`config.mk`:
```
export PLATFORM = sky130hd
export DESIGN_NAME = pptpwm_top
export DESIGN_NICKNAME = d
export VERILOG_FILES = /design/src/verilog/pptpwm_pkg.sv /design/src/verilog/pptpwm_sync.sv /design/src/verilog/pptpwm_top.sv
export SDC_FILE = /design/constraint.sdc
export NUM_CORES = 1
export LEC_CHECK = 0
export BUFFER_PORTS_ARGS = -buffer_cell sky130_fd_sc_hd__clkbuf_2
export CAP_MARGIN = 20
export CORE_MARGIN = 1.5
export CORE_UTILIZATION = 54
export DETAILED_ROUTE_END_ITERATION = 16
export PLACE_DENSITY = 0.75
export SLEW_MARGIN = 5
export SYNTH_ARGS = -nofsm -noshare
export SYNTH_HDL_FRONTEND = slang
export SYNTH_SLANG_ARGS = --single-unit
```
`constraint.sdc`:
```
create_clock -name sys_clk -period 1.55 [get_ports sys_clk]
set_input_delay 0.0775 -clock sys_clk [delete_from_list [all_inputs] [get_ports sys_clk]]
set_output_delay 0.0775 -clock sys_clk [all_outputs]
set_load 0.01 [all_outputs]
```
`src/verilog/pptpwm_pkg.sv`:
```
// Package for the push-pull pulse-train PWM logic.
// Holds the strap mode encoding and reset values shared by the design files.
// Assumes a single 40 MHz system clock.
`default_nettype none

package pptpwm_pkg;

  // Control mode chosen by the ramp-set resistor strap.
  typedef enum logic [1:0] {
    PPTPWM_MODE_VM,      // Plain voltage mode, internal ramp.
    PPTPWM_MODE_VMFF,    // Voltage mode with input feed-forward ramp.
    PPTPWM_MODE_CMC,     // Peak current mode with slope compensation.
    PPTPWM_MODE_NONE     // Strap not yet resolved.
  } pptpwm_mode_e;

  // Strap pin levels as seen on the two-bit sense input.
  localparam logic [1:0] PPTPWM_STRAP_RAIL   = 2'h1;
  localparam logic [1:0] PPTPWM_STRAP_VIN    = 2'h2;
  localparam logic [1:0] PPTPWM_STRAP_GROUND = 2'h0;

  // Values held in reset.
  localparam logic PPTPWM_FLAG_RST   = 1'h1;
  localparam logic PPTPWM_PHASE_RST  = 1'h0;
  localparam logic PPTPWM_SYNC_RST   = 1'h0;

  // Synchroniser length for pin inputs.
  localparam int PPTPWM_SYNC_STAGES = 3;

endpackage : pptpwm_pkg

`default_nettype wire

```
`src/verilog/pptpwm_sync.sv`:
```
// Three-stage synchroniser with agreement filter for one pin input.
// Assumes the pin is asynchronous to sys_clk; output changes once the
// second and third stages agree.
`timescale 1ns/1ps
`default_nettype none

module pptpwm_sync (
  input  wire logic sys_clk,
  input  wire logic srst,
  input  wire logic pin_in,
  output var  logic level_out
);

  logic [2:0] stage_ff;
  logic [2:0] nxt_stage;
  logic       level_ff;
  logic       nxt_level;

  ////////////////////////////////////////////////////////////////////////////
  // Shift the pin in; the first stage feeds only the second.
  always_comb begin
    nxt_stage = {stage_ff[1:0], pin_in};
    nxt_level = level_ff;
    if (stage_ff[1] == stage_ff[2]) begin
      nxt_level = stage_ff[2];
    end
  end

  always_ff @(posedge sys_clk) begin
    if (srst) begin
      stage_ff <= {3{pptpwm_pkg::PPTPWM_SYNC_RST}};
      level_ff <= pptpwm_pkg::PPTPWM_SYNC_RST;
    end else begin
      stage_ff <= nxt_stage;
      level_ff <= nxt_level;
    end
  end

  assign level_out = level_ff;

endmodule : pptpwm_sync

`default_nettype wire

```
`src/verilog/pptpwm_top.sv`:
```
// Push-pull PWM control logic driven by a pulse-train input.
// Assumes analog comparators, ramp and gate drivers sit outside; their
// results arrive as pins and are synchronised here.
//
// Contract
// - Each pulse-train rising edge starts a new switching period.
// - While reference-good is low, ignore pulse train, keep drives off.
// - After reference-good rises, process pulse-train edges into pulses.
// - Pulse-train low forces both drives off, capping duty cycle.
// - Current-limit trip turns active drive off and sets the flag; the code sets the flag only while the pulse train is high.
// - Drives alternate; each runs at half the pulse-train frequency.
// - Strap on regulated rail selects plain voltage mode.
// - Strap on input supply selects voltage mode with feed-forward.
// - Strap on analog ground selects peak current mode with slope.
// - Current-limit flag stays latched until next pulse-train rising edge.
// - Flag is held high at start-up until supplies are good.
`timescale 1ns/1ps
`default_nettype none

module pptpwm_top (
  input  wire logic       sys_clk,
  input  wire logic       srst,
  input  wire logic       pulse_train_in,
  input  wire logic       reference_good,
  input  wire logic       pwm_comparator_trip,
  input  wire logic       limit_threshold_input,
  input  wire logic [1:0] ramp_set_resistor_pin,
  output var  logic       drive_output_a,
  output var  logic       drive_output_b,
  output var  logic       current_limit_flag,
  output var  logic       ramp_internal_en,
  output var  logic       ramp_feedforward_en,
  output var  logic       slope_comp_en
);

  logic                   clk_lvl;
  logic                   ref_lvl;
  logic                   cmp_lvl;
  logic                   lim_lvl;
  logic                   strap_lo_lvl;
  logic                   strap_hi_lvl;
  logic                   clk_prev_ff;
  logic                   nxt_clk_prev;
  logic                   phase_ff;
  logic                   nxt_phase;
  logic                   on_ff;
  logic                   nxt_on;
  logic                   drv_a_ff;
  logic                   nxt_drv_a;
  logic                   drv_b_ff;
  logic                   nxt_drv_b;
  logic                   flag_ff;
  logic                   nxt_flag;
  logic                   ref_seen_ff;
  logic                   nxt_ref_seen;
  pptpwm_pkg::pptpwm_mode_e mode_ff;
  pptpwm_pkg::pptpwm_mode_e nxt_mode;
  logic                   vm_ff;
  logic                   nxt_vm;
  logic                   ff_ff;
  logic                   nxt_ff;
  logic                   cmc_ff;
  logic                   nxt_cmc;
  logic                   rise;
  logic                   fall;

  ////////////////////////////////////////////////////////////////////////////
  // Every pin from the analog side crosses through its own synchroniser.
  pptpwm_sync u_sync_clk (
    .sys_clk   (sys_clk),
    .srst      (srst),
    .pin_in    (pulse_train_in),
    .level_out (clk_lvl)
  );

  pptpwm_sync u_sync_ref (
    .sys_clk   (sys_clk),
    .srst      (srst),
    .pin_in    (reference_good),
    .level_out (ref_lvl)
  );

  pptpwm_sync u_sync_cmp (
    .sys_clk   (sys_clk),
    .srst      (srst),
    .pin_in    (pwm_comparator_trip),
    .level_out (cmp_lvl)
  );

  pptpwm_sync u_sync_lim (
    .sys_clk   (sys_clk),
    .srst      (srst),
    .pin_in    (limit_threshold_input),
    .level_out (lim_lvl)
  );

  // The strap bits cross one by one. A strap moved while the part is held
  // off may show a mixed code for a cycle; the decode settles once both
  // bits agree, and the mode is frozen only after reference-good rises.
  pptpwm_sync u_sync_strap_lo (
    .sys_clk   (sys_clk),
    .srst      (srst),
    .pin_in    (ramp_set_resistor_pin[0]),
    .level_out (strap_lo_lvl)
  );

  pptpwm_sync u_sync_strap_hi (
    .sys_clk   (sys_clk),
    .srst      (srst),
    .pin_in    (ramp_set_resistor_pin[1]),
    .level_out (strap_hi_lvl)
  );

  ////////////////////////////////////////////////////////////////////////////
  // Edge detection on the filtered pulse train.
  assign rise = clk_lvl & ~clk_prev_ff;
  assign fall = ~clk_lvl & clk_prev_ff;

  ////////////////////////////////////////////////////////////////////////////
  // Pulse steering. A rising edge opens a period on the phase's output and
  // flips the phase; edges seen before reference-good are dropped, so the
  // first rising edge after start-up always selects drive A.
  always_comb begin
    nxt_clk_prev = clk_lvl;
    nxt_phase    = phase_ff;
    nxt_on       = on_ff;
    nxt_ref_seen = ref_seen_ff | ref_lvl;
    if (!ref_lvl) begin
      nxt_on    = 1'b0;
      nxt_phase = pptpwm_pkg::PPTPWM_PHASE_RST;
    end else if (rise) begin
      nxt_on    = 1'b1;
      nxt_phase = ~phase_ff;
    end else if (fall || !clk_lvl || cmp_lvl || lim_lvl) begin
      nxt_on    = 1'b0;
    end
    // Termination also masks the rising-edge cycle so a limit held high
    // across the edge never produces even a one-cycle sliver.
    if (rise && (cmp_lvl || lim_lvl)) begin
      nxt_on = 1'b0;
    end
    // The phase flips at the rising edge, so the reset phase leads to A.
    nxt_drv_a = nxt_on & nxt_phase;
    nxt_drv_b = nxt_on & ~nxt_phase;
  end

  always_ff @(posedge sys_clk) begin
    if (srst) begin
      clk_prev_ff <= pptpwm_pkg::PPTPWM_SYNC_RST;
      phase_ff    <= pptpwm_pkg::PPTPWM_PHASE_RST;
      on_ff       <= 1'b0;
      drv_a_ff    <= 1'b0;
      drv_b_ff    <= 1'b0;
      ref_seen_ff <= 1'b0;
    end else begin
      clk_prev_ff <= nxt_clk_prev;
      phase_ff    <= nxt_phase;
      on_ff       <= nxt_on;
      drv_a_ff    <= nxt_drv_a;
      drv_b_ff    <= nxt_drv_b;
      ref_seen_ff <= nxt_ref_seen;
    end
  end

  ////////////////////////////////////////////////////////////////////////////
  // Current-limit flag. High from reset until reference-good, then set by a
  // limit trip while the pulse train is high, cleared only by the next rising edge.
  // A trip in the same cycle as a rising edge wins, so no event is lost.
  always_comb begin
    nxt_flag = flag_ff;
    if (!ref_lvl) begin
      nxt_flag = 1'b1;
    end else if (lim_lvl && clk_lvl) begin
      nxt_flag = 1'b1;
    end else if (rise || !ref_seen_ff) begin
      nxt_flag = 1'b0;
    end
  end

  always_ff @(posedge sys_clk) begin
    if (srst) begin
      flag_ff <= pptpwm_pkg::PPTPWM_FLAG_RST;
    end else begin
      flag_ff <= nxt_flag;
    end
  end

  ////////////////////////////////////////////////////////////////////////////
  // Strap decode. The strap is sampled while reference-good is low and
  // frozen afterwards, so a glitch on the sense pins cannot swap the ramp
  // in mid-operation.
  always_comb begin
    nxt_mode = mode_ff;
    if (!ref_lvl) begin
      case ({strap_hi_lvl, strap_lo_lvl})
        pptpwm_pkg::PPTPWM_STRAP_RAIL: begin
          nxt_mode = pptpwm_pkg::PPTPWM_MODE_VM;
        end
        pptpwm_pkg::PPTPWM_STRAP_VIN: begin
          nxt_mode = pptpwm_pkg::PPTPWM_MODE_VMFF;
        end
        pptpwm_pkg::PPTPWM_STRAP_GROUND: begin
          nxt_mode = pptpwm_pkg::PPTPWM_MODE_CMC;
        end
        default: begin
          nxt_mode = pptpwm_pkg::PPTPWM_MODE_NONE;
        end
      endcase
    end
    nxt_vm  = (nxt_mode == pptpwm_pkg::PPTPWM_MODE_VM);
    nxt_ff  = (nxt_mode == pptpwm_pkg::PPTPWM_MODE_VMFF);
    nxt_cmc = (nxt_mode == pptpwm_pkg::PPTPWM_MODE_CMC);
  end

  always_ff @(posedge sys_clk) begin
    if (srst) begin
      mode_ff <= pptpwm_pkg::PPTPWM_MODE_NONE;
      vm_ff   <= 1'b0;
      ff_ff   <= 1'b0;
      cmc_ff  <= 1'b0;
    end else begin
      mode_ff <= nxt_mode;
      vm_ff   <= nxt_vm;
      ff_ff   <= nxt_ff;
      cmc_ff  <= nxt_cmc;
    end
  end

  ////////////////////////////////////////////////////////////////////////////
  // Outputs come straight from flip-flops.
  assign drive_output_a      = drv_a_ff;
  assign drive_output_b      = drv_b_ff;
  assign current_limit_flag  = flag_ff;
  assign ramp_internal_en    = vm_ff;
  assign ramp_feedforward_en = ff_ff;
  assign slope_comp_en       = cmc_ff;

endmodule : pptpwm_top

`default_nettype wire
```
# Word level (Yosys, flattened, before mapping)
# Index checks and enable logic that the tools add are counted.
op_classes:
  mux: 8
  n_eq_ne: 10
  n_bitwise: 10
  reduce_logical: 12
op_table:
  columns: ["cell", "count"]
  rows:
  - ["$eq 1x1->1", 6]
  - ["$mux 1", 6]
  - ["$pmux 2 s3", 1]
  - ["$logic_or 1x1->1", 5]
  - ["$not 1->1", 5]
  - ["$and 1x1->1", 4]
  - ["$eq 2x1->1 const B", 2]
  - ["$eq 2x2->1 const B", 2]
  - ["$logic_not 2->1", 2]
  - ["$reduce_or 3->1", 1]
  - ["$logic_and 1x1->1", 2]
  - ["$logic_not 1->1", 2]
  - ["$mux 2", 1]
  - ["$or 1x1->1", 1]
totals:
  inputBits: 8
  output_inout_bits: 6
  ff_bits: 36

# Longest topological paths before layout
# Gate-level depths: netlist (run 1).
depth:
  word_depth: 10
  ltp_mapped: 5

# Modules after synthesis
# From an unflattened synthesis (run 1), not the netlist that was laid out.
unflattened:
  hier_cells: 101
  area_unflattened_um2: 1114.8
modules_own_cells:
  columns: ["mod", "area_per_inst_um2", "instances", "cells_per_inst"]
  rows:
  - ["pptpwm_sync", 112.6, 6, 10]
  - ["pptpwm_top", 439.2, 1, 41]

# Least setup slack after synthesis (run 1)
# OpenSTA, ideal clock, no wires.
synth_timing:
  path_kind: "register -> register"
  startpoint: "register u_sync_strap_lo.level_ff (netlist: u_sync_strap_lo.level_out)"
  endpoint: "register mode_ff[0]"
  required_ps: 1427
  path_slack_ps: 408
  t_arrival_ps: 1018
  stages_incl_launch_ff: 6
  cell_sequence: "dfxtp_1 -> inv_1 -> ha_1 -> nor2_1 -> o21ai_0 -> or2_2"
synth_via:
  elab_chain_cells: 3
  word_cells_on_any_way: 5
  cone_classes: "2 x eq/ne; 2 x mux; 1 x reduce/logical"
synth_lines:
  columns: ["element", "line", "rtl"]
  rows:
  - ["start, declared", "pptpwm_sync.sv:16", "logic level_ff;"]
  - ["start signal, assigned", "pptpwm_sync.sv:32", "level_ff <= pptpwm_pkg::PPTPWM_SYNC_RST;"]
  - ["start signal, assigned", "pptpwm_sync.sv:35", "level_ff <= nxt_level;"]
  - ["$eq 2x2->1 (tied with other cells)", "pptpwm_top.sv:195", "case ({strap_hi_lvl, strap_lo_lvl})"]
  - ["$pmux 2 s3 (*)", "pptpwm_top.sv:195", null]
  - ["$mux 2 (*)", "pptpwm_top.sv:194", "if (!ref_lvl) begin"]
  - ["end signal, assigned", "pptpwm_top.sv:217", "mode_ff <= pptpwm_pkg::PPTPWM_MODE_NONE;"]
  - ["end signal, assigned", "pptpwm_top.sv:222", "mode_ff <= nxt_mode;"]
  - ["end, declared", "pptpwm_top.sv:56", "pptpwm_pkg::pptpwm_mode_e mode_ff;"]
# Mark *: on every way between the ends. The rest lies on a longest branch, timed or not.
# A chain may end at the register's enable or synchronous reset.

# Final worst setup path (run 1)
layout_timing:
  startpoint: "register u_sync_ref.level_ff (netlist: u_sync_ref.level_out)"
  endpoint: "register drv_b_ff (netlist: drive_output_b)"
layout_via:
  elab_chain_cells: 3
  word_cells_on_any_way: 5
  cone_classes: "3 x mux; 2 x bitwise"
layout_lines:
  columns: ["element", "line", "rtl"]
  rows:
  - ["start, declared", "pptpwm_sync.sv:16", null]
  - ["start signal, assigned", "pptpwm_sync.sv:32", null]
  - ["start signal, assigned", "pptpwm_sync.sv:35", null]
  - ["$mux 1", "pptpwm_top.sv:128", "if (!ref_lvl) begin"]
  - ["$mux 1 or $not 1->1 (tied branches)", "pptpwm_top.sv:139, pptpwm_top.sv:144", null]
  - ["$and 1x1->1 (*)", "pptpwm_top.sv:144", "nxt_drv_b = nxt_on & ~nxt_phase;"]
  - ["end signal, assigned", "pptpwm_top.sv:160", "drv_b_ff <= nxt_drv_b;"]
  - ["end, declared", "pptpwm_top.sv:50", "logic drv_b_ff;"]
# Marks and branches as above.

==> impl_metrics.xml, run 1 <==
<?xml version="1.0" encoding="UTF-8"?>
<metrics>
  <group name="sta">
    <metric name="period_needed" unit="ns">1.252</metric>
    <metric name="tns" unit="ns">0</metric>
    <metric name="max_slew.worst_pin.slew" unit="ns">0.3302</metric>
    <metric name="achievable-frequency" unit="GHz">0.7985</metric>
    <metric name="relSlewSlack" unit="%">77.75</metric>
    <metric name="report.final.setup_viol" unit="">0</metric>
    <metric name="final_min_period_over_clock_period" unit="%">80.79</metric>
    <metric name="timing.hold.ws" unit="ns">0.09408</metric>
    <metric name="timing.final.hold_violations" unit="">0</metric>
    <metric name="rsz0062_at_grt" unit="">no</metric>
    <metric name="maxSlewViolCount" unit="">0</metric>
    <metric name="finalClockSkew" unit="ns">0.009625</metric>
  </group>
  <group name="cts">
    <metric name="cts_root_buffer" unit="">sky130_fd_sc_hd__clkbuf_4</metric>
    <metric name="cts_buffers" unit="">5</metric>
    <metric name="clock_input_transition_at_the_sequential_cells_of_the_worst_setup_and_hold_paths" unit="ns">0.10</metric>
    <metric name="htree_num_levels" unit="">2</metric>
    <metric name="post_cts.resized_instances" unit="">0</metric>
    <metric name="clock_latency" unit="ns">0.32</metric>
    <metric name="ctsHoldBuffers" unit="">6</metric>
    <metric name="post-cts-setup-buffer-count" unit="">0</metric>
    <metric name="clock_tree.buffer_depth" unit="">2</metric>
    <metric name="tritoncts" unit="">built</metric>
    <metric name="clock-sinks" unit="">36</metric>
  </group>
  <group name="route">
    <metric name="drt-pass1-iter-count" unit="">3</metric>
    <metric name="drt_first_iter_violations" unit="">6</metric>
    <metric name="ant_nets" unit="">0</metric>
    <metric name="route.vias.total" unit="">703</metric>
    <metric name="avgRoutedWirePerCell" unit="µm">9.662</metric>
    <metric name="viasPerCell" unit="">4.565</metric>
    <metric name="wl" unit="mm">1.488</metric>
    <metric name="detail_route.drc_violations" unit="">0</metric>
  </group>
  <group name="critical_path">
    <metric name="kind_of_launch_point_of_the_worst_setup_path" unit="">flop</metric>
    <metric name="type_of_destination_of_the_critical_path" unit="">flop</metric>
    <metric name="cp_cell_sequence" unit="">nand2b_4 -&gt; a2111oi_4 -&gt; a21boi_1</metric>
    <metric name="critical_path.max_stage_delay" unit="ns">0.52</metric>
    <metric name="path_buf_inv" unit="">0</metric>
    <metric name="worst_r2r_endpoint" unit="">drive_output_b</metric>
    <metric name="crit_cells" unit="">3</metric>
    <metric name="cpMaxStageDelayCell" unit="">sky130_fd_sc_hd__dfxtp_1</metric>
    <metric name="required" unit="ns">1.81</metric>
    <metric name="worst_path_dominant_cell_family" unit="">compound AO/OA/AOI/OAI gates</metric>
    <metric name="setup.worst_path.start" unit="">u_sync_ref.level_out</metric>
    <metric name="critical_path.max_fanout" unit="">9</metric>
    <metric name="reg2regPathDepth" unit="">3</metric>
    <metric name="cp.arrival" unit="ns">1.51</metric>
    <metric name="r2r_setup_slack" unit="ns">0.30</metric>
    <metric name="worst_setup_path_type" unit="">reg2reg</metric>
    <metric name="regToRegStartpoint" unit="">u_sync_ref.level_out</metric>
    <metric name="crit_end" unit="">drive_output_b</metric>
  </group>
  <group name="yosys">
    <metric name="synth_ff_type" unit="">sky130_fd_sc_hd__dfxtp_1</metric>
    <metric name="count_of_yosys_warnings_during_synthesis" unit="">0</metric>
    <metric name="syn-cell-area" unit="mm²">0.001135</metric>
    <metric name="syn_nets" unit="">113</metric>
    <metric name="yosys_reg_bits" unit="">36</metric>
    <metric name="synthesis.instances" unit="">103</metric>
    <metric name="synth_edf_count" unit="">0</metric>
    <metric name="synth.avg_cell_area" unit="µm²">11.02</metric>
    <metric name="ys_async_sr_fraction" unit="%">0</metric>
    <metric name="ys_seq_area_share" unit="%">63.51</metric>
    <metric name="synth.distinct_cells" unit="">22</metric>
  </group>
  <group name="die">
    <metric name="fp.dieH" unit="µm">48.84</metric>
    <metric name="floorplan.initialDensity" unit="%">57.84</metric>
    <metric name="fp.dieArea" unit="mm²">0.002385</metric>
    <metric name="rows" unit="">16</metric>
    <metric name="core" unit="mm²">0.001962</metric>
    <metric name="boundaryPins" unit="">14</metric>
    <metric name="die_width" unit="µm">48.84</metric>
  </group>
  <group name="global_routing">
    <metric name="grt_overflow_total" unit="">0</metric>
    <metric name="first_pass_grt_wire_length" unit="mm">2.559</metric>
    <metric name="grt.busiest_layer" unit="">met2</metric>
    <metric name="gr-usage-all-layers" unit="%">15.21</metric>
    <metric name="grt_use_met2" unit="%">24.66</metric>
    <metric name="grt.met1_usage" unit="%">14.52</metric>
    <metric name="grt_start_max_net_pins" unit="">30</metric>
    <metric name="grt_util_met3" unit="%">8.282</metric>
    <metric name="grt_pass1_vias" unit="">640</metric>
    <metric name="grt_antenna_before_repair" unit="">0</metric>
  </group>
  <group name="placement">
    <metric name="io_buffers" unit="">13</metric>
    <metric name="place.detailed.hpwl" unit="µm">977.9</metric>
    <metric name="place_congestion" unit="">0.7039</metric>
  </group>
  <group name="layout">
    <metric name="areaGrowthSynthToFinish" unit="%">17.75</metric>
    <metric name="most-common-layout-cells" unit="">sky130_fd_sc_hd__dfxtp_1 (36), sky130_fd_sc_hd__nor2b_1 (21), sky130_fd_sc_hd__clkbuf_2 (13)</metric>
    <metric name="final_common_cell" unit="">sky130_fd_sc_hd__dfxtp_1</metric>
    <metric name="design.final.nets" unit="">136</metric>
    <metric name="fraction_of_layout_cells_with_a_size_suffix_above_1" unit="%">18.90</metric>
    <metric name="insertedDiodeCount" unit="">0</metric>
  </group>
  <group name="min_path">
    <metric name="hold_class" unit="">in2reg</metric>
  </group>
  <group name="power">
    <metric name="leakagePower" unit="nW">0.5398</metric>
    <metric name="p_per_area" unit="mW/mm²">1126</metric>
    <metric name="irDropWorstVdd" unit="µV">987.4</metric>
  </group>
  <group name="flow_run">
    <metric name="max-cap-violations" unit="">0</metric>
  </group>
  <group name="status">
    <metric name="run_status" unit="">complete, no violations</metric>
  </group>
</metrics>
through the flow:
| stage | cell area, µm² | instances | worst slack [ns] | power, mW | util (%) |
|---|---|---|---|---|---|
| floorplan | 1135 | 103 | 0.4082 | 1.002 | - |
| global placement | 1217 | 140 | 0.3721 | 1.016 | 62.05 |
| detailed placement | 1217 | 140 | 0.3092 | 1.018 | 62.05 |
| CTS | 1336 | 154 | 0.2906 | 1.522 | 68.11 |
| global route | 1336 | 154 | 0.1851 | 1.568 | 68.11 |
| finish | 1336 | 154 | 0.2977 | 1.504 | 68.11 |
worst min-delay path by stage:
stage                         startpoint                     end  slack [ns]  cells past startpoint
after CTS                           srst                   on_ff        0.08                      3
final                               srst                   on_ff        0.09                      3
after global routing                srst                   on_ff        0.08                      3
after global placement    reference_good  u_sync_ref.stage_ff[0]        0.29                      2
after detailed placement  pulse_train_in  u_sync_clk.stage_ff[0]        0.29                      2
after floorplan           pulse_train_in  u_sync_clk.stage_ff[0]        0.21                      1
kinds of logic after synthesis:
kind of cell	after synthesis	synth area share, %
AO/OA/AOI/OAI	17	9.703
XOR/XNOR	1	0.7719
adder cells (fa/ha/maj)	2	2.205
buffers and inverters	6	2.755
flip-flops	36	63.51
multiplexers	1	0.8821
AND/OR/NAND/NOR	40	20.18
final cells by class:
type | count | area (µm²)
clock buffers | 8 | 58.81
fillers | 170 | 625.6
inverters | 2 | 7.507
multi-input cells | 61 | 382.9
flip-flops and latches | 36 | 720.7
well taps | 27 | 33.78
repair buffers | 20 | 132.6
worst min-delay path: cells and delay by family:
family,cells,cell delay (ns)
buf+inv,1,0.10
simple gates,1,0.14
compound gates,1,0.05
cell usage after synthesis (2+ instances only):
library cell	n	area [µm²]
sky130_fd_sc_hd__inv_1	2	7.510
sky130_fd_sc_hd__a21oi_1	7	35.03
sky130_fd_sc_hd__nor2_1	4	15.01
sky130_fd_sc_hd__ha_1	2	25.02
sky130_fd_sc_hd__o21ai_0	8	40.04
sky130_fd_sc_hd__nand2_1	8	30.03
sky130_fd_sc_hd__nor2b_1	21	131.4
sky130_fd_sc_hd__nand2b_1	2	12.51
sky130_fd_sc_hd__dfxtp_1	36	720.7
routing by layer:
layer | wire length (µm) | part of all wire [%]
met1 | 672 | 45
met2 | 685 | 46
met3 | 84 | 5.6
met4 | 45 | 3.0
met5 | 0 | 0
power by group:
| part | leakage, nW | total (mW) | internal [mW] | switching [mW] |
|---|---|---|---|---|
| Combinational | 0.213 | 0.0532 | 0.0324 | 0.0208 |
| Clock | 0.0326 | 0.497 | 0.224 | 0.273 |
| Sequential | 0.294 | 0.954 | 0.947 | 0.00733 |
| Total | 0.540 | 1.50 | 1.20 | 0.301 |
state kept, by name, summed over array words and instances (netlist names), 2 cells and up:
| signal | cells |
|---|---|
| mode_ff | 2 |
| u_sync_ref.stage_ff | 3 |
| u_sync_lim.stage_ff | 3 |
| u_sync_clk.stage_ff | 3 |
| u_sync_strap_hi.stage_ff | 3 |
| u_sync_cmp.stage_ff | 3 |
| u_sync_strap_lo.stage_ff | 3 |
No activity file was read; power rests on OpenSTA's default activity.
==> run 2, diff against run 1 <==
Settings changed: ABC_AREA from default to 1.
Clock period 1.55 ns to 1.3 ns, I/O delays scaled along.
==> impl_metrics.xml, run 2 <==
<?xml version="1.0" encoding="UTF-8"?>
<metrics>
  <group name="status">
    <metric name="run_status" unit="">complete, no violations</metric>
  </group>
  <group name="sta">
    <metric name="maxSlewViolCount" unit="">0</metric>
    <metric name="final_min_period_over_clock_period" unit="%">83.94</metric>
    <metric name="timing.final.hold_violations" unit="">0</metric>
    <metric name="tns" unit="ns">0</metric>
    <metric name="report.final.setup_viol" unit="">0</metric>
    <metric name="achievable-frequency" unit="GHz">0.9164</metric>
    <metric name="rsz0062_at_grt" unit="">no</metric>
    <metric name="max_slew.worst_pin.slew" unit="ns">0.3466</metric>
    <metric name="finalClockSkew" unit="ns">0.004984</metric>
    <metric name="relSlewSlack" unit="%">76.86</metric>
    <metric name="final.setup.worst_slack" unit="ns">0.2087</metric>
    <metric name="period_needed" unit="ns">1.091</metric>
  </group>
  <group name="yosys">
    <metric name="netlist.area_leader.share" unit="%">61.15</metric>
    <metric name="synthXorXnorAreaFrac" unit="%">0</metric>
    <metric name="ys_async_sr_fraction" unit="%">0</metric>
    <metric name="ys_top_cells_by_count" unit="">sky130_fd_sc_hd__dfxtp_1 (36), sky130_fd_sc_hd__nor2_1 (35), sky130_fd_sc_hd__inv_1 (23)</metric>
    <metric name="synth_top_family_by_area" unit="">simple AND/OR/NAND/NOR gates</metric>
    <metric name="fraction_of_the_mapped_netlist_area_in_compound_gates" unit="%">5.520</metric>
    <metric name="synth_ff_type" unit="">sky130_fd_sc_hd__dfxtp_1</metric>
    <metric name="synth_largest_area_cell" unit="">sky130_fd_sc_hd__dfxtp_1</metric>
    <metric name="synth.distinct_cells" unit="">16</metric>
    <metric name="synth_edf_count" unit="">0</metric>
    <metric name="post_synth_main_area_contributors" unit="">sky130_fd_sc_hd__dfxtp_1 (61%), sky130_fd_sc_hd__nor2_1 (11%), sky130_fd_sc_hd__inv_1 (7.3%), sky130_fd_sc_hd__nand2_1 (4.5%), sky130_fd_sc_hd__a21oi_1 (3.4%)</metric>
    <metric name="yosys-mux-area-fraction" unit="%">0</metric>
    <metric name="synth_simple_gate_area_share" unit="%">20.17</metric>
    <metric name="yosysMostFrequentCell" unit="">sky130_fd_sc_hd__dfxtp_1</metric>
    <metric name="ys_seq_area_share" unit="%">61.15</metric>
    <metric name="count_of_yosys_warnings_during_synthesis" unit="">0</metric>
    <metric name="syn_nets" unit="">147</metric>
    <metric name="syn-cell-area" unit="mm²">0.001179</metric>
    <metric name="yosys_reg_bits" unit="">36</metric>
    <metric name="synthesis.instances" unit="">137</metric>
    <metric name="synth_fa_ha_area_share" unit="%">2.123</metric>
    <metric name="synth.avg_cell_area" unit="µm²">8.603</metric>
  </group>
  <group name="global_routing">
    <metric name="grt_overflow_total" unit="">0</metric>
    <metric name="gr-usage-all-layers" unit="%">16.05</metric>
    <metric name="first_pass_grt_wire_length" unit="mm">2.973</metric>
    <metric name="grt_start_max_net_pins" unit="">18</metric>
    <metric name="grt_pass1_vias" unit="">798</metric>
    <metric name="grt_antenna_before_repair" unit="">0</metric>
  </group>
  <group name="cts">
    <metric name="clock_latency" unit="ns">0.31</metric>
    <metric name="clock_tree.buffer_depth" unit="">2</metric>
    <metric name="clock-sinks" unit="">36</metric>
    <metric name="tritoncts" unit="">built</metric>
    <metric name="htree_num_levels" unit="">2</metric>
    <metric name="cts_root_buffer" unit="">sky130_fd_sc_hd__clkbuf_4</metric>
    <metric name="cts_buffers" unit="">5</metric>
    <metric name="clock_input_transition_at_the_sequential_cells_of_the_worst_setup_and_hold_paths" unit="ns">0.10</metric>
  </group>
  <group name="min_path">
    <metric name="hold-path-cell-count" unit="">2</metric>
    <metric name="hold_class" unit="">in2reg</metric>
  </group>
  <group name="placement">
    <metric name="dp_worst_setup_slack" unit="ns">0.2210</metric>
    <metric name="place_congestion" unit="">0.7383</metric>
    <metric name="place.detailed.hpwl" unit="mm">1.140</metric>
    <metric name="io_buffers" unit="">13</metric>
  </group>
  <group name="layout">
    <metric name="most-common-layout-cells" unit="">sky130_fd_sc_hd__dfxtp_1 (36), sky130_fd_sc_hd__nor2_1 (35), sky130_fd_sc_hd__inv_1 (23)</metric>
    <metric name="final_common_cell" unit="">sky130_fd_sc_hd__dfxtp_1</metric>
    <metric name="insertedDiodeCount" unit="">0</metric>
    <metric name="fraction_of_layout_cells_with_a_size_suffix_above_1" unit="%">16.77</metric>
    <metric name="areaGrowthSynthToFinish" unit="%">15.50</metric>
    <metric name="design.final.nets" unit="">171</metric>
  </group>
  <group name="die">
    <metric name="fp.dieH" unit="µm">49.72</metric>
    <metric name="core" unit="mm²">0.002002</metric>
    <metric name="die_width" unit="µm">49.72</metric>
    <metric name="fp.dieArea" unit="mm²">0.002472</metric>
    <metric name="boundaryPins" unit="">14</metric>
    <metric name="floorplan.initialDensity" unit="%">58.87</metric>
    <metric name="rows" unit="">16</metric>
  </group>
  <group name="route">
    <metric name="detail_route.drc_violations" unit="">0</metric>
    <metric name="wl" unit="mm">1.731</metric>
    <metric name="avgRoutedWirePerCell" unit="µm">9.207</metric>
    <metric name="drt_first_iter_violations" unit="">16</metric>
    <metric name="route.vias.total" unit="">871</metric>
    <metric name="drt-pass1-iter-count" unit="">4</metric>
    <metric name="ant_nets" unit="">0</metric>
    <metric name="viasPerCell" unit="">4.633</metric>
  </group>
  <group name="critical_path">
    <metric name="worst_setup_path_type" unit="">reg2reg</metric>
    <metric name="reg2regPathDepth" unit="">6</metric>
    <metric name="type_of_destination_of_the_critical_path" unit="">flop</metric>
    <metric name="required" unit="ns">1.51</metric>
    <metric name="cp.arrival" unit="ns">1.30</metric>
    <metric name="kind_of_launch_point_of_the_worst_setup_path" unit="">flop</metric>
    <metric name="r2r_setup_slack" unit="ns">0.21</metric>
    <metric name="critical_path.max_fanout" unit="">4</metric>
  </group>
  <group name="flow_run">
    <metric name="max-cap-violations" unit="">0</metric>
  </group>
  <group name="power">
    <metric name="irDropWorstVdd" unit="µV">845.2</metric>
    <metric name="leakagePower" unit="nW">0.6387</metric>
    <metric name="p_per_area" unit="mW/mm²">1268</metric>
  </group>
</metrics>
-- run 2: cell types whose count changed in the layout (fill, tap and decap cells not counted), moves of 2 or more --
cell / previous run / this run
sky130_fd_sc_hd__inv_2: 0 / 2
sky130_fd_sc_hd__nand2_1: 8 / 14
sky130_fd_sc_hd__inv_1: 2 / 23
sky130_fd_sc_hd__nor2_1: 4 / 35
sky130_fd_sc_hd__nand3_1: 0 / 4
sky130_fd_sc_hd__nand2b_1: 2 / 0
sky130_fd_sc_hd__nor2b_1: 21 / 0
sky130_fd_sc_hd__o21ai_0: 8 / 5
-- run 2: path summary, 6_finish.rpt --
| path | end | startpoint |
|---|---|---|
| worst max-delay path | slope_comp_en | u_sync_strap_lo.level_out |
| worst min-delay path | slope_comp_en | srst |
| worst max register to register | slope_comp_en | u_sync_strap_lo.level_out |
| worst min register to register | u_sync_lim.stage_ff[1] | u_sync_lim.stage_ff[0] |
-- run 2: area by class of cell --
cell class	count	area, µm²
flip-flops and latches	36	720.7
fillers	175	640.6
multi-input cells	72	327.8
repair buffers	20	132.6
inverters	26	100.1
clock buffers	6	41.29
well taps	27	33.78
clock inverters	1	5.005
-- run 2: cells by family (layout without fill, tap and decap cells) --
kind of cell | count (synthesis) | after routing
AOI/OAI and AO/OA | 13 | 13
DFF | 36 | 36
and+or+nand+nor | 57 | 57
adders and majority gates | 2 | 2
buffers and inverters | 29 | 53
-- run 2: metrics by stage --
stage | std cells | total power, mW | utilization (%) | area, µm² | hold WS (ns)
after global routing | 188 | 1.805 | 68.00 | 1361 | 0.02197
after detailed placement | 175 | 1.225 | 62.69 | 1255 | 0.2608
after CTS | 188 | 1.750 | 68.00 | 1361 | 0.02386
after global placement | 175 | 1.222 | 62.69 | 1255 | 0.2574
after floorplan | 137 | 1.205 | - | 1179 | 0.1478
final | 188 | 1.727 | 68.00 | 1361 | 0.02861
-- run 2: routing by layer --
layer  wire [µm]  global-route usage [%]
met2         900                   28.44
met4          11                   8.796
met5           0                       0
met1         736                   16.37
met3          82                   5.455
-- run 2: worst max-delay path: stages, from the launching register on --
cell and delay [ns]:
sky130_fd_sc_hd__dfxtp_1 0.38, sky130_fd_sc_hd__inv_1 0.06, sky130_fd_sc_hd__ha_1 0.28, sky130_fd_sc_hd__nand2_1 0.09, sky130_fd_sc_hd__nand2_1 0.08, sky130_fd_sc_hd__nand2_1 0.07
sky130_fd_sc_hd__nor2_1 0.03
-- run 2: where the power goes --
group | leakage, nW | internal, mW | switching (mW)
Combinational | 0.317 | 0.0362 | 0.0379
Clock | 0.0281 | 0.199 | 0.314
Sequential | 0.294 | 1.13 | 0.0104
-- run 2: repair_timing --
item | 4_1_cts | 5_1_grt
hold buffers | 6 | 0
endpoints found under the setup margin | 0 | 0
endpoints found under the hold margin | 6 | 0
buffers inserted | 0 | 0
gates resized for setup | 0 | 0
